[config.mk]
export PLATFORM = sky130hd
export DESIGN_NAME = lcd_host_port
export DESIGN_NICKNAME = d
export VERILOG_FILES = /design/src/hdl/lcd_pkg.sv /design/src/hdl/lcd_sync.sv /design/src/hdl/lcd_wbuf.sv /design/src/hdl/lcd_host_port.sv
export VERILOG_INCLUDE_DIRS = /design/src /design/src/hdl
export SDC_FILE = /design/constraint.sdc
export NUM_CORES = 1
export LEC_CHECK = 0
export BUFFER_PORTS_ARGS = -buffer_cell sky130_fd_sc_hd__buf_2
export CORE_MARGIN = 3
export CORE_UTILIZATION = 45
export CTS_CLUSTER_DIAMETER = 80
export CTS_CLUSTER_SIZE = 40
export DETAILED_ROUTE_END_ITERATION = 6
export PLACE_DENSITY_LB_ADDON = 0.12
export SLEW_MARGIN = 20
export SYNTH_ARGS = -nofsm -noshare
export SYNTH_HDL_FRONTEND = slang
export SYNTH_SLANG_ARGS = --single-unit
[constraint.sdc]
create_clock -name clk -period 4 [get_ports clk]
set_input_delay 1.2 -clock clk [delete_from_list [all_inputs] [get_ports clk]]
set_output_delay 1.2 -clock clk [all_outputs]
set_load 0.01 [all_outputs]
[src/hdl/lcd_consts.svh]
// Command codes, status layout, reset values and serial link constants of the host port
`ifndef LCD_CONSTS_SVH
`define LCD_CONSTS_SVH

////////////////////////////////////////////////////////////////////////////////
// Command opcodes (full byte or leading bits)
`define LCD_OP_DISP_ONOFF   7'h57
`define LCD_OP_SEG_MAP      7'h50
`define LCD_OP_INVERSE      7'h53
`define LCD_OP_ALL_ON       7'h52
`define LCD_OP_START_LINE   2'h1
`define LCD_OP_PAGE         4'hB
`define LCD_OP_COL_HI       4'h1
`define LCD_OP_COL_LO       4'h0
`define LCD_OP_RMW_ENTER    8'hE0
`define LCD_OP_RMW_END      8'hEE
`define LCD_OP_SOFT_RESET   8'hE2
`define LCD_OP_BOOSTER      8'hF8

////////////////////////////////////////////////////////////////////////////////
// Status byte bit positions, low nibble reads zero
`define LCD_ST_BUSY         7
`define LCD_ST_SEG_REV      6
`define LCD_ST_DISP_OFF     5
`define LCD_ST_RESET        4
`define LCD_ST_LOW          4'h0

////////////////////////////////////////////////////////////////////////////////
// Reset values
`define LCD_RST_START_LINE  6'h00
`define LCD_RST_PAGE        4'h0
`define LCD_RST_COL         8'h00
`define LCD_RST_BOOSTER     2'h0
`define LCD_RST_BYTE        8'h00

////////////////////////////////////////////////////////////////////////////////
// Serial link: index of the last bit of a byte; input warm-up length
`define LCD_SER_LAST_BIT    3'h7
`define LCD_WARM_DONE       2'h3

`endif

[src/hdl/lcd_pkg.sv]
// Types shared by the host port, its input synchroniser and its write buffer
package lcd_pkg;

  // Host-side pins as seen by the device
  typedef struct packed {
    logic       iface_par;   // High: parallel bus, low: serial link
    logic       style_en;    // High: enable strobe, low: separate strobes
    logic       cs_n;
    logic       dc;          // High: display data, low: command/status
    logic       rd;          // Read strobe or enable clock
    logic       wr;          // Write strobe or direction line
    logic [7:0] d;
  } lcd_pins_t;

  // One display RAM write
  typedef struct packed {
    logic [3:0] page;
    logic [7:0] col;
    logic [7:0] data;
  } lcd_ram_wr_t;

  // Display mode settings
  typedef struct packed {
    logic       disp_on;
    logic       seg_rev;
    logic       inverse;
    logic       all_on;
    logic       power_save;
    logic       rmw;
    logic [1:0] booster;
    logic [5:0] start_line;
  } lcd_mode_t;

  typedef enum logic [0:0] {
    LCD_DEC_IDLE      = 1'b0,
    LCD_DEC_BOOST_ARG = 1'b1
  } lcd_dec_state_t;

endpackage : lcd_pkg

[src/hdl/lcd_sync.sv]
// Two-flop synchroniser for every host pin
`timescale 1ns/1ps
module lcd_sync (
  input  wire logic              clk,       // System clock
  input  wire logic              nrst,      // Async reset, active low
  input  wire lcd_pkg::lcd_pins_t pin_async, // Raw pins
  output lcd_pkg::lcd_pins_t      pin_sync   // Pins after two flops
);
  import lcd_pkg::*;

  lcd_pins_t meta;

  genvar i;
  generate
    for (i = 0; i < $bits(lcd_pins_t); i++) begin : g_bit
      always_ff @(posedge clk or negedge nrst) begin
        if (!nrst) begin
          meta[i]     <= 1'b0;
          pin_sync[i] <= 1'b0;
        end else begin
          meta[i]     <= pin_async[i];
          pin_sync[i] <= meta[i];
        end
      end
    end
  endgenerate

endmodule : lcd_sync

[src/hdl/lcd_wbuf.sv]
// Two-entry buffer for display RAM writes, head entry straight from flops
`timescale 1ns/1ps
module lcd_wbuf (
  input  wire logic                clk,       // System clock
  input  wire logic                nrst,      // Async reset, active low
  input  wire logic                in_valid,  // Write offered
  output logic                     in_ready,  // Room for a write
  input  wire lcd_pkg::lcd_ram_wr_t in_data,   // Offered write
  output logic                     out_valid, // Head entry valid
  input  wire logic                out_ready, // Receiver takes head
  output lcd_pkg::lcd_ram_wr_t      out_data   // Head entry
);
  import lcd_pkg::*;

  logic        v1;
  lcd_ram_wr_t e1;
  logic        next_v0;
  logic        next_v1;
  lcd_ram_wr_t next_e0;
  lcd_ram_wr_t next_e1;
  logic        pop;
  logic        push;

  assign in_ready = ~v1;

  always_comb begin
    pop     = out_valid & out_ready;
    push    = in_valid & ~v1;
    next_v0 = out_valid;
    next_v1 = v1;
    next_e0 = out_data;
    next_e1 = e1;
    // Shift forward first so a push in the same cycle can take the head slot freed by the pop
    if (pop) begin
      next_v0 = v1;
      next_e0 = e1;
      next_v1 = 1'b0;
    end
    if (push) begin
      if (!next_v0) begin
        next_v0 = 1'b1;
        next_e0 = in_data;
      end else begin
        next_v1 = 1'b1;
        next_e1 = in_data;
      end
    end
  end

  always_ff @(posedge clk or negedge nrst) begin
    if (!nrst) begin
      out_valid <= 1'b0;
      v1        <= 1'b0;
      out_data  <= '0;
      e1        <= '0;
    end else begin
      out_valid <= next_v0;
      v1        <= next_v1;
      out_data  <= next_e0;
      e1        <= next_e1;
    end
  end

endmodule : lcd_wbuf

[src/hdl/lcd_host_port.sv]
// Host port and command decoder of a dot-matrix display controller
//
// Summary of operation
// - Interface select high: parallel, low: serial
// - Style select high: enable strobe, low: separate strobes
// - Serial data on bit 7, clock on 6
// - Chip select inactive: bus released, activity ignored
// - Separate scheme: drive bus only while read low
// - Enable scheme: high enable frames each access
// - Separate scheme: capture data at write rising edge
// - Enable scheme: direction high read, low write
// - Data/command high: RAM data, low: command/status
// - Display on/off command
// - Start line command loads six bits
// - Page command loads four bits
// - Column address set by two nibbles
// - Command read returns status, low nibble zero
// - Data write stores RAM, data read returns RAM
// - Segment mapping normal or reversed
// - Pixel polarity normal or inverted
// - All pixels forced on or normal
// - Read-modify-write: writes advance column, reads do not
// - Booster command takes a second ratio byte
// - Power save is display off plus all on
`timescale 1ns/1ps
`include "lcd_consts.svh"
module lcd_host_port (
  input  wire logic                clk,                       // System clock, 10 MHz
  input  wire logic                nrst,                      // Async reset, active low
  input  wire logic                iface_serial_parallel_sel, // High parallel, low serial
  input  wire logic                strobe_style_sel,          // High enable strobe, low separate strobes
  input  wire logic                chip_select_n,             // Chip select, active low
  input  wire logic                data_cmd_sel,              // High data, low command
  input  wire logic                rd_strobe,                 // Read strobe or enable clock
  input  wire logic                wr_strobe,                 // Write strobe or direction
  input  wire logic [7:0]          data_in,                   // Data bus, pin level
  output logic [7:0]               data_out,                  // Data bus, driven value
  output logic                     data_oe,                   // Data bus driven
  output logic                     ram_wr_valid,              // RAM write offered
  input  wire logic                ram_wr_ready,              // RAM takes write
  output lcd_pkg::lcd_ram_wr_t      ram_wr,                    // RAM write address and data
  output logic [3:0]               page_addr,                 // Current page, also RAM read address
  output logic [7:0]               col_addr,                  // Current column, also RAM read address
  input  wire logic [7:0]          ram_rd_data,               // RAM contents at page and column
  output lcd_pkg::lcd_mode_t        mode,                      // Display mode settings
  output logic                     host_busy                  // Write buffer full
);
  import lcd_pkg::*;

  ////////////////////////////////////////////////////////////////////////////////
  // Input synchronisation and edge tracking

  lcd_pins_t      pin_raw;
  lcd_pins_t      s;
  lcd_pins_t      p;
  logic [1:0]     warm;
  logic [1:0]     next_warm;

  assign pin_raw = {iface_serial_parallel_sel, strobe_style_sel, chip_select_n,
                    data_cmd_sel, rd_strobe, wr_strobe, data_in};

  lcd_sync u_sync (
    .clk       (clk),
    .nrst      (nrst),
    .pin_async (pin_raw),
    .pin_sync  (s)
  );

  // Edges are ignored until the synchroniser holds real pin levels
  always_comb begin
    next_warm = (warm == `LCD_WARM_DONE) ? warm : warm + 2'h1;
  end

  always_ff @(posedge clk or negedge nrst) begin
    if (!nrst) begin
      warm <= 2'h0;
      p    <= '0;
    end else begin
      warm <= next_warm;
      p    <= s;
    end
  end

  ////////////////////////////////////////////////////////////////////////////////
  // Access detection

  logic       sel;
  logic       par;
  logic       sep;
  logic       rd_active;
  logic       rd_active_q;
  logic       rd_start;
  logic       rd_end;
  logic       par_wr_ev;
  logic       ser_bit_ev;
  logic       ser_byte_ev;
  logic       byte_ev;
  logic       byte_dc;
  logic [7:0] byte_val;

  always_comb begin
    sel = (warm == `LCD_WARM_DONE) & ~s.cs_n;
    par = s.iface_par;
    sep = ~s.style_en;
    // Separate strobes: drive while read low; enable style: while enable high and direction read
    rd_active = par & sel & (sep ? ~s.rd : (s.rd & s.wr));
    rd_start  = rd_active & ~rd_active_q;
    rd_end    = ~rd_active & rd_active_q;
    // Write taken from the last sample before the closing edge
    par_wr_ev = par & sel & (sep ? (~p.wr & s.wr)
                                 : (p.rd & ~s.rd & ~p.wr));
    ser_bit_ev = ~par & sel & s.d[6] & ~p.d[6];
  end

  ////////////////////////////////////////////////////////////////////////////////
  // Serial shifter

  logic [6:0] ser_sh;
  logic [2:0] ser_cnt;
  logic [6:0] next_ser_sh;
  logic [2:0] next_ser_cnt;

  always_comb begin
    next_ser_sh  = ser_sh;
    next_ser_cnt = ser_cnt;
    ser_byte_ev  = ser_bit_ev & (ser_cnt == `LCD_SER_LAST_BIT);
    if (~sel | par) begin
      next_ser_cnt = 3'h0;
    end else if (ser_bit_ev) begin
      next_ser_sh  = {ser_sh[5:0], s.d[7]};
      next_ser_cnt = ser_cnt + 3'h1;
    end
  end

  always_ff @(posedge clk or negedge nrst) begin
    if (!nrst) begin
      ser_sh  <= 7'h00;
      ser_cnt <= 3'h0;
    end else begin
      ser_sh  <= next_ser_sh;
      ser_cnt <= next_ser_cnt;
    end
  end

  always_comb begin
    byte_ev  = par_wr_ev | ser_byte_ev;
    byte_dc  = par ? p.dc : s.dc;
    byte_val = par ? p.d : {ser_sh, s.d[7]};
  end

  ////////////////////////////////////////////////////////////////////////////////
  // Display RAM write buffer

  logic        buf_in_valid;
  logic        buf_in_ready;
  lcd_ram_wr_t buf_in;

  lcd_wbuf u_wbuf (
    .clk       (clk),
    .nrst      (nrst),
    .in_valid  (buf_in_valid),
    .in_ready  (buf_in_ready),
    .in_data   (buf_in),
    .out_valid (ram_wr_valid),
    .out_ready (ram_wr_ready),
    .out_data  (ram_wr)
  );

  ////////////////////////////////////////////////////////////////////////////////
  // Command decoder and address counters

  logic           rd_dc_q;
  lcd_dec_state_t dec_state;
  lcd_dec_state_t next_dec_state;
  lcd_mode_t      next_mode;
  logic [3:0]     next_page;
  logic [7:0]     next_col;
  logic           next_busy;

  always_comb begin
    next_dec_state = dec_state;
    next_mode      = mode;
    next_page      = page_addr;
    next_col       = col_addr;
    buf_in_valid   = 1'b0;
    buf_in         = {page_addr, col_addr, byte_val};
    if (byte_ev & byte_dc) begin
      // A write while both entries are full is dropped; the busy flag warns the host
      buf_in_valid = 1'b1;
      if (buf_in_ready) begin
        next_col = col_addr + 8'h01;
      end
    end else if (byte_ev) begin
      unique case (dec_state)
        LCD_DEC_BOOST_ARG: begin
          next_mode.booster = byte_val[1:0];
          next_dec_state    = LCD_DEC_IDLE;
        end
        LCD_DEC_IDLE: begin
          if (byte_val[7:1] == `LCD_OP_DISP_ONOFF) begin
            next_mode.disp_on = byte_val[0];
          end else if (byte_val[7:6] == `LCD_OP_START_LINE) begin
            next_mode.start_line = byte_val[5:0];
          end else if (byte_val[7:4] == `LCD_OP_PAGE) begin
            next_page = byte_val[3:0];
          end else if (byte_val[7:4] == `LCD_OP_COL_HI) begin
            next_col = {byte_val[3:0], col_addr[3:0]};
          end else if (byte_val[7:4] == `LCD_OP_COL_LO) begin
            next_col = {col_addr[7:4], byte_val[3:0]};
          end else if (byte_val[7:1] == `LCD_OP_SEG_MAP) begin
            next_mode.seg_rev = byte_val[0];
          end else if (byte_val[7:1] == `LCD_OP_INVERSE) begin
            next_mode.inverse = byte_val[0];
          end else if (byte_val[7:1] == `LCD_OP_ALL_ON) begin
            next_mode.all_on = byte_val[0];
          end else if (byte_val == `LCD_OP_RMW_ENTER) begin
            next_mode.rmw = 1'b1;
          end else if (byte_val == `LCD_OP_RMW_END) begin
            next_mode.rmw = 1'b0;
          end else if (byte_val == `LCD_OP_BOOSTER) begin
            next_dec_state = LCD_DEC_BOOST_ARG;
          end else if (byte_val == `LCD_OP_SOFT_RESET) begin
            next_mode.start_line = `LCD_RST_START_LINE;
            next_mode.rmw        = 1'b0;
            next_page            = `LCD_RST_PAGE;
            next_col             = `LCD_RST_COL;
          end
        end
      endcase
    end else if (rd_end & rd_dc_q & ~mode.rmw) begin
      next_col = col_addr + 8'h01;
    end
    next_mode.power_save = ~next_mode.disp_on & next_mode.all_on;
    next_busy = ~buf_in_ready;
  end

  always_ff @(posedge clk or negedge nrst) begin
    if (!nrst) begin
      dec_state <= LCD_DEC_IDLE;
      mode      <= '{disp_on: 1'b0, seg_rev: 1'b0, inverse: 1'b0, all_on: 1'b0,
                     power_save: 1'b0, rmw: 1'b0, booster: `LCD_RST_BOOSTER,
                     start_line: `LCD_RST_START_LINE};
      page_addr <= `LCD_RST_PAGE;
      col_addr  <= `LCD_RST_COL;
      host_busy <= 1'b0;
    end else begin
      dec_state <= next_dec_state;
      mode      <= next_mode;
      page_addr <= next_page;
      col_addr  <= next_col;
      host_busy <= next_busy;
    end
  end

  ////////////////////////////////////////////////////////////////////////////////
  // Read path

  logic       next_rd_dc;
  logic [7:0] next_data_out;
  logic [7:0] status;

  always_comb begin
    status                   = {4'h0, `LCD_ST_LOW};
    status[`LCD_ST_BUSY]     = ~buf_in_ready;
    status[`LCD_ST_SEG_REV]  = mode.seg_rev;
    status[`LCD_ST_DISP_OFF] = ~mode.disp_on;
    status[`LCD_ST_RESET]    = 1'b0;
    next_rd_dc    = rd_dc_q;
    next_data_out = data_out;
    if (rd_start) begin
      next_rd_dc    = s.dc;
      next_data_out = s.dc ? ram_rd_data : status;
    end
  end

  always_ff @(posedge clk or negedge nrst) begin
    if (!nrst) begin
      rd_active_q <= 1'b0;
      rd_dc_q     <= 1'b0;
      data_out    <= `LCD_RST_BYTE;
      data_oe     <= 1'b0;
    end else begin
      rd_active_q <= rd_active;
      rd_dc_q     <= next_rd_dc;
      data_out    <= next_data_out;
      data_oe     <= rd_active;
    end
  end

endmodule : lcd_host_port

# After elaboration in Yosys (flattened, before gate mapping)
# Index checks and enable logic that the tools add are counted.
# word_totals
inputBits	25
regBits	131
# op_classes
reduce_logical	17
eq_ne	52
n_bitwise	45
muxes	84
add_sub_neg	3
# op_table
operator	n
2-to-1 mux 8 bit	19
2-to-1 mux 6 bit	11
2-to-1 mux 20 bit	3
AND reduction 14 bit	4
2-to-1 mux 4 bit	13
!= test 4 bit (second input constant)	13
!= test 2 bit (second input constant)	18
== test 8 bit (second input constant)	4
2-to-1 mux 1 bit	29
== test 7 bit (second input constant)	4
inverter 1 bit	23
2-to-1 mux 3 bit	7
AND 1 bit	20
!= test 3 bit (second input constant)	5
AND reduction 13 bit	1
AND reduction 10 bit	1
AND reduction 9 bit	1
adder 8 x 1 -> 8 bit (second input constant)	1
!= test 4 x 1 -> 1 bit (second input constant)	2
AND reduction 2 bit	3
nonzero test 2 bit	3
nonzero test 3 bit	2
== test 4 x 1 -> 1 bit (second input constant)	1
== test 4 bit (second input constant)	1
11 further kinds	12

# Longest topological paths before layout
# logic_depth
depth_word	17
ltp_mapped	10
mapped_depth_nobuf	7

# By module
# A second synthesis with hierarchy kept.
# unflattened
cells_unflattened	438
area_unflattened_um2	5570.3
# by_module_without_submodules
mod	n_inst	area_per_inst_um2	seq_area_each_um2	cells_per_inst
lcd_host_port	1	3059.2	1526.5	292
lcd_wbuf	1	1810.5	1051.0	118
lcd_sync	1	700.7	700.7	28

# Worst setup path before layout
# OpenSTA, ideal clock, no wires.
# synth_timing
path_type	input to register
start	input port ram_wr_ready
end	register u_wbuf.out_data[0] (netlist name)
arrival_time_ns	2.275
n_path_buf	2
slack_ns	1.588
stages	5
setup_ns	0.137
path_cell_list	nand2_1 buf_2 clkbuf_1 mux2i_1 a21oi_1
# synth_lines
element	line_no	rtl
from (decl)	lcd_host_port.sv:40	input wire logic ram_wr_ready,
to (signal assigned)	lcd_wbuf.sv:59	out_data <= next_e0;
to (decl)	lcd_wbuf.sv:11	output lcd_pkg::lcd_ram_wr_t out_data

# Worst setup path after layout
# layout_timing
start	register u_sync.pin_sync[13] (netlist name)
end	register page_addr[0]
# layout_via
elab_chain_len	9
word_cells_on_any_way	37
classes_between	eq/ne (19); mux (3); bitwise (12); reduce/logical (3)
# layout_lines
element	line_no	rtl
from (decl)	lcd_sync.sv:7	output lcd_pkg::lcd_pins_t pin_sync
from (signal, indexed assignment)	lcd_sync.sv:22	pin_sync[i] <= meta[i];
inverter 1 bit	lcd_host_port.sv:112	ser_bit_ev = ~par & sel & s.d[6] & ~p.d[6];
AND 1 bit (3 in series)	lcd_host_port.sv:112	
AND 1 bit	lcd_host_port.sv:126	ser_byte_ev = ser_bit_ev & (ser_cnt == `LCD_SER_LAST_BIT);
bitwise OR 1 bit	lcd_host_port.sv:146	byte_ev = par_wr_ev | ser_byte_ev;
AND 1 bit	lcd_host_port.sv:187	if (byte_ev & byte_dc) begin
inverter 1 bit (no source line)	-	
AND reduction 14 bit (no source line)	-	
to (signal assigned)	lcd_host_port.sv:243	page_addr <= `LCD_RST_PAGE;
to (signal assigned)	lcd_host_port.sv:249	page_addr <= next_page;
to (decl)	lcd_host_port.sv:42	output logic [3:0] page_addr,
# Parallel ways exist; a longest one is shown, timed or not.
# A chain may end at the register's enable or synchronous reset.

==> metrics.md <==
| Metric | Value |
|---|---|
| Status | completed |
| Clock Sinks | 131 |
| Yosys top cell area share | 0.5950 |
| Setup ws final | 1.315 ns |
| Area of the core | 11710 µm² |
| Total GRT Usage | 0.1844 |
| Port bufs | 81 |
| TNS Setup | 0 ns |
| # DRC | 0 |
| Synth Net Count | 498 |
| Crit. End Element | flip-flop |
| Pin count of the biggest net entering global routing | 81 |
| Avg Cell Area, Syn | 11.75 µm² |
| Clk_skew | 0.01073 ns |
| Pins Over Slew Limit | 0 |
| YS warnings | 0 |
| Placed inst area | 6076 µm² |
| Fin crit period | 2.685 ns |
| Die Height | 116.6 µm |
| First-pass GRT wire length | 19310 µm |
| Total routed wirelength | 11480 µm |
| CTS clk-pin slew, worst paths | 0.05 ns |
| Leading area contributor after synthesis | dfrtp_1 |
| Fin Hold WS | 0.3435 ns |
| Layout Nets | 585 |
| Max cap viols | 0 |
| Leak pwr | 3.375 nW |
| Reg power frac | 0.452 |
| Area Overhead vs Synth | 20.15% |
| Via count | 3797 |
| Post-synth EDFFs | 0 |
| Power Density | 524.7 nW/µm² |
| Final hold viol count | 0 |
| Hold Path Class | flip-flop to flip-flop |
| Clock buffer depth | 2 |
| Area of the mapped netlist | 5509 µm² |
| Number of global-route vias before repair | 3779 |
| Switching part of the total | 0.2574 |
| DIE WIDTH | 116.6 µm |
| Startpoint class of the critical path | flip-flop |
| Layout cell share with drive strength beyond 1 | 0.2756 |
| Placer Congestion | 0.8675 |
| WP data required | 4.27 ns |
| Slew @ Worst Pin | 0.8050 ns |
| Final std cells w/o fill | 709 |
| Peak supply drop | 0.3690 mV |
| Initial antenna violation count | 0 |
| Global route total overflow | 0 |
| Synth unique cells | 58 |
| Clock Tree Root | clkbuf_16 |
| Post-route cell area | 6619 µm² |
| Worst Path Class, Setup | flip-flop to flip-flop |
| RSZ-0062 raised after global routing | false |
| Yosys reg bits | 131 |
| Antenna viol nets, final | 0 |
| CP Data Arrival Time | 2.95 ns |
| Mapped Cells | 469 |
| Wire per inst | 16.20 µm |
| Final setup fails | 0 |
| CTS tree | built |
| # rows | 39 |
| H-tree depth | 4 |
| Area of the die | 13610 µm² |
| Via/cell ratio | 5.355 |
| Initial Util | 0.4704 |
| First-pass DRT Iterations | 4 |
| Max_slew headroom | 0.4620 |
| Post-synthesis async set-or-reset flop share | 1.000 |
| Fmax | 372.5 MHz |
| # hold bufs at CTS | 0 |
| Ranking of synthesized cells by area | dfrtp_1 (60%), mux2i_1 (5.3%), mux2_2 (4.5%) |
| Boundary pin count | 82 |
| 1st-iter DRT viols | 178 |
| Clock power share | 0.407 |
| Post-CTS Resized | 0 |
| TritonCTS Buffers | 17 |
| Cells after DPL | 680 |
| Post-synthesis sequential area ratio | 0.5950 |
| DPL Wire Length | 8125 µm |
| Pre-CTS setup slack | 1.344 ns |
| Period utilisation layout | 0.6712 |
| Worst-skew pair later-pin latency | 0.41 ns |
| Hold path cells | 0 |
| Top FF cell, synth | dfrtp_1 |
| Critical Path Fanout Max | 21 |
| Combinational Power Share | 0.141 |
| # diodes | 0 |
| Setup repair bufs after CTS | 0 |
| R2R depth | 7 |
| P_int | 0.002579 W |
| Switching power | 0.0008941 W |
## final cells by class
class | count | area, µm²
Clock buffer | 23 | 488.0
Clock inverter | 6 | 55.05
Fill cell | 1027 | 5092
Inverter | 8 | 30.03
Multi-Input combinational cell | 308 | 2097
Sequential cell | 131 | 3278
Tap cell | 143 | 178.9
Timing Repair Buffer | 90 | 491.7
## per-layer routing
layer  share of wire  global-route usage  vias up
met5               0                   0        -
met4           0.015             0.07110        0
met3           0.041             0.04611       16
met2            0.47              0.2914       79
met1            0.48              0.2469     1850
li1                -                   -     1852
## cell families (layout without fill, tap and decap cells)
kind of cell	count (synthesis)	after routing	synth area share
mux	62	62	0.1213
compound gates	104	104	0.1258
buf+inv	30	127	0.02430
simple gates	134	134	0.1181
xor+xnor	4	4	0.006360
flops	131	131	0.5950
fa+ha+maj	4	4	0.009085
## power groups by stage
stage | clock network [W] | logic [W] | registers [W]
2_1_floorplan | 0 | 0.000252 | 0.00161
3_3_place_gp | 0 | 0.000489 | 0.00159
3_5_place_dp | 0 | 0.000496 | 0.00159
4_1_cts | 0.00145 | 0.000497 | 0.00157
5_1_grt | 0.00151 | 0.000553 | 0.00159
6_report | 0.00141 | 0.000489 | 0.00157
## path summary, 6_finish.rpt
| kind | startpoint | end | slack, ns |
|---|---|---|---|
| worst max-delay path | u_sync.pin_sync[13] | page_addr[0] | 1.32 |
| worst min-delay path | u_sync.meta[12] | u_sync.pin_sync[12] | 0.34 |
| worst max register to register | u_sync.pin_sync[13] | page_addr[0] | 1.32 |
| worst min register to register | u_sync.meta[12] | u_sync.pin_sync[12] | 0.34 |
| max in group asynchronous | nrst | ser_sh[3] | 2.47 |
| min in group asynchronous | nrst | data_out[4] | 0.81 |
## stage by stage
stage / util / total power (W)
floorplan: - / 0.001864
detailed placement: 0.5188 / 0.002091
CTS: 0.5652 / 0.003523
global placement: 0.5188 / 0.002076
finish: 0.5652 / 0.003473
global route: 0.5652 / 0.003652
## flip-flops by register name (all words and copies together) (netlist names)
signal            flops
ser_cnt               3
host_busy             1
data_out              8
u_wbuf.out_valid      1
rd_dc_q               1
u_wbuf.v1             1
u_wbuf.out_data      20
warm                  2
u_wbuf.e1            20
u_sync.pin_sync      14
u_sync.meta          14
rd_active_q           1
mode                 14
dec_state             1
p                    11
col_addr              8
page_addr             4
ser_sh                7
## worst max-delay path, cell delays in order, from the launching register on
cell and delay, ns:
dfrtp_1 0.76, nand3b_1 0.22, a211oi_2 0.39, o21a_1 0.20, buf_4 0.24, o2111a_1 0.29, o21ai_0 0.24, o2bb2ai_1 0.20
## layout by cell type (no fill, tap or decap), types with 3 or more instances in the layout
master,instances
o21ai_0,24
nor2_1,31
and3_1,3
clkinv_2,5
ha_1,4
o2bb2ai_1,5
nand2_1,46
mux2_2,22
nor3_1,8
dfrtp_1,131
mux2i_1,29
clkbuf_8,4
nand2b_1,6
a21oi_1,31
a21o_1,9
nand3_1,11
nand3b_1,5
mux2_1,9
a31oi_1,5
buf_2,80
o32ai_1,3
nor4_1,10
nor2b_1,3
clkbuf_16,17
buf_4,8
inv_1,8
## cell usage after synthesis, types with 9 or more instances
cell type,instances
nor2_1,31
mux2_1,9
mux2_2,22
mux2i_1,29
o21ai_0,24
dfrtp_1,131
nor4_1,10
a21oi_1,31
nand3_1,11
clkbuf_1,14
nand2_1,46
a21o_1,9
No activity file was read; power rests on OpenSTA's default activity.
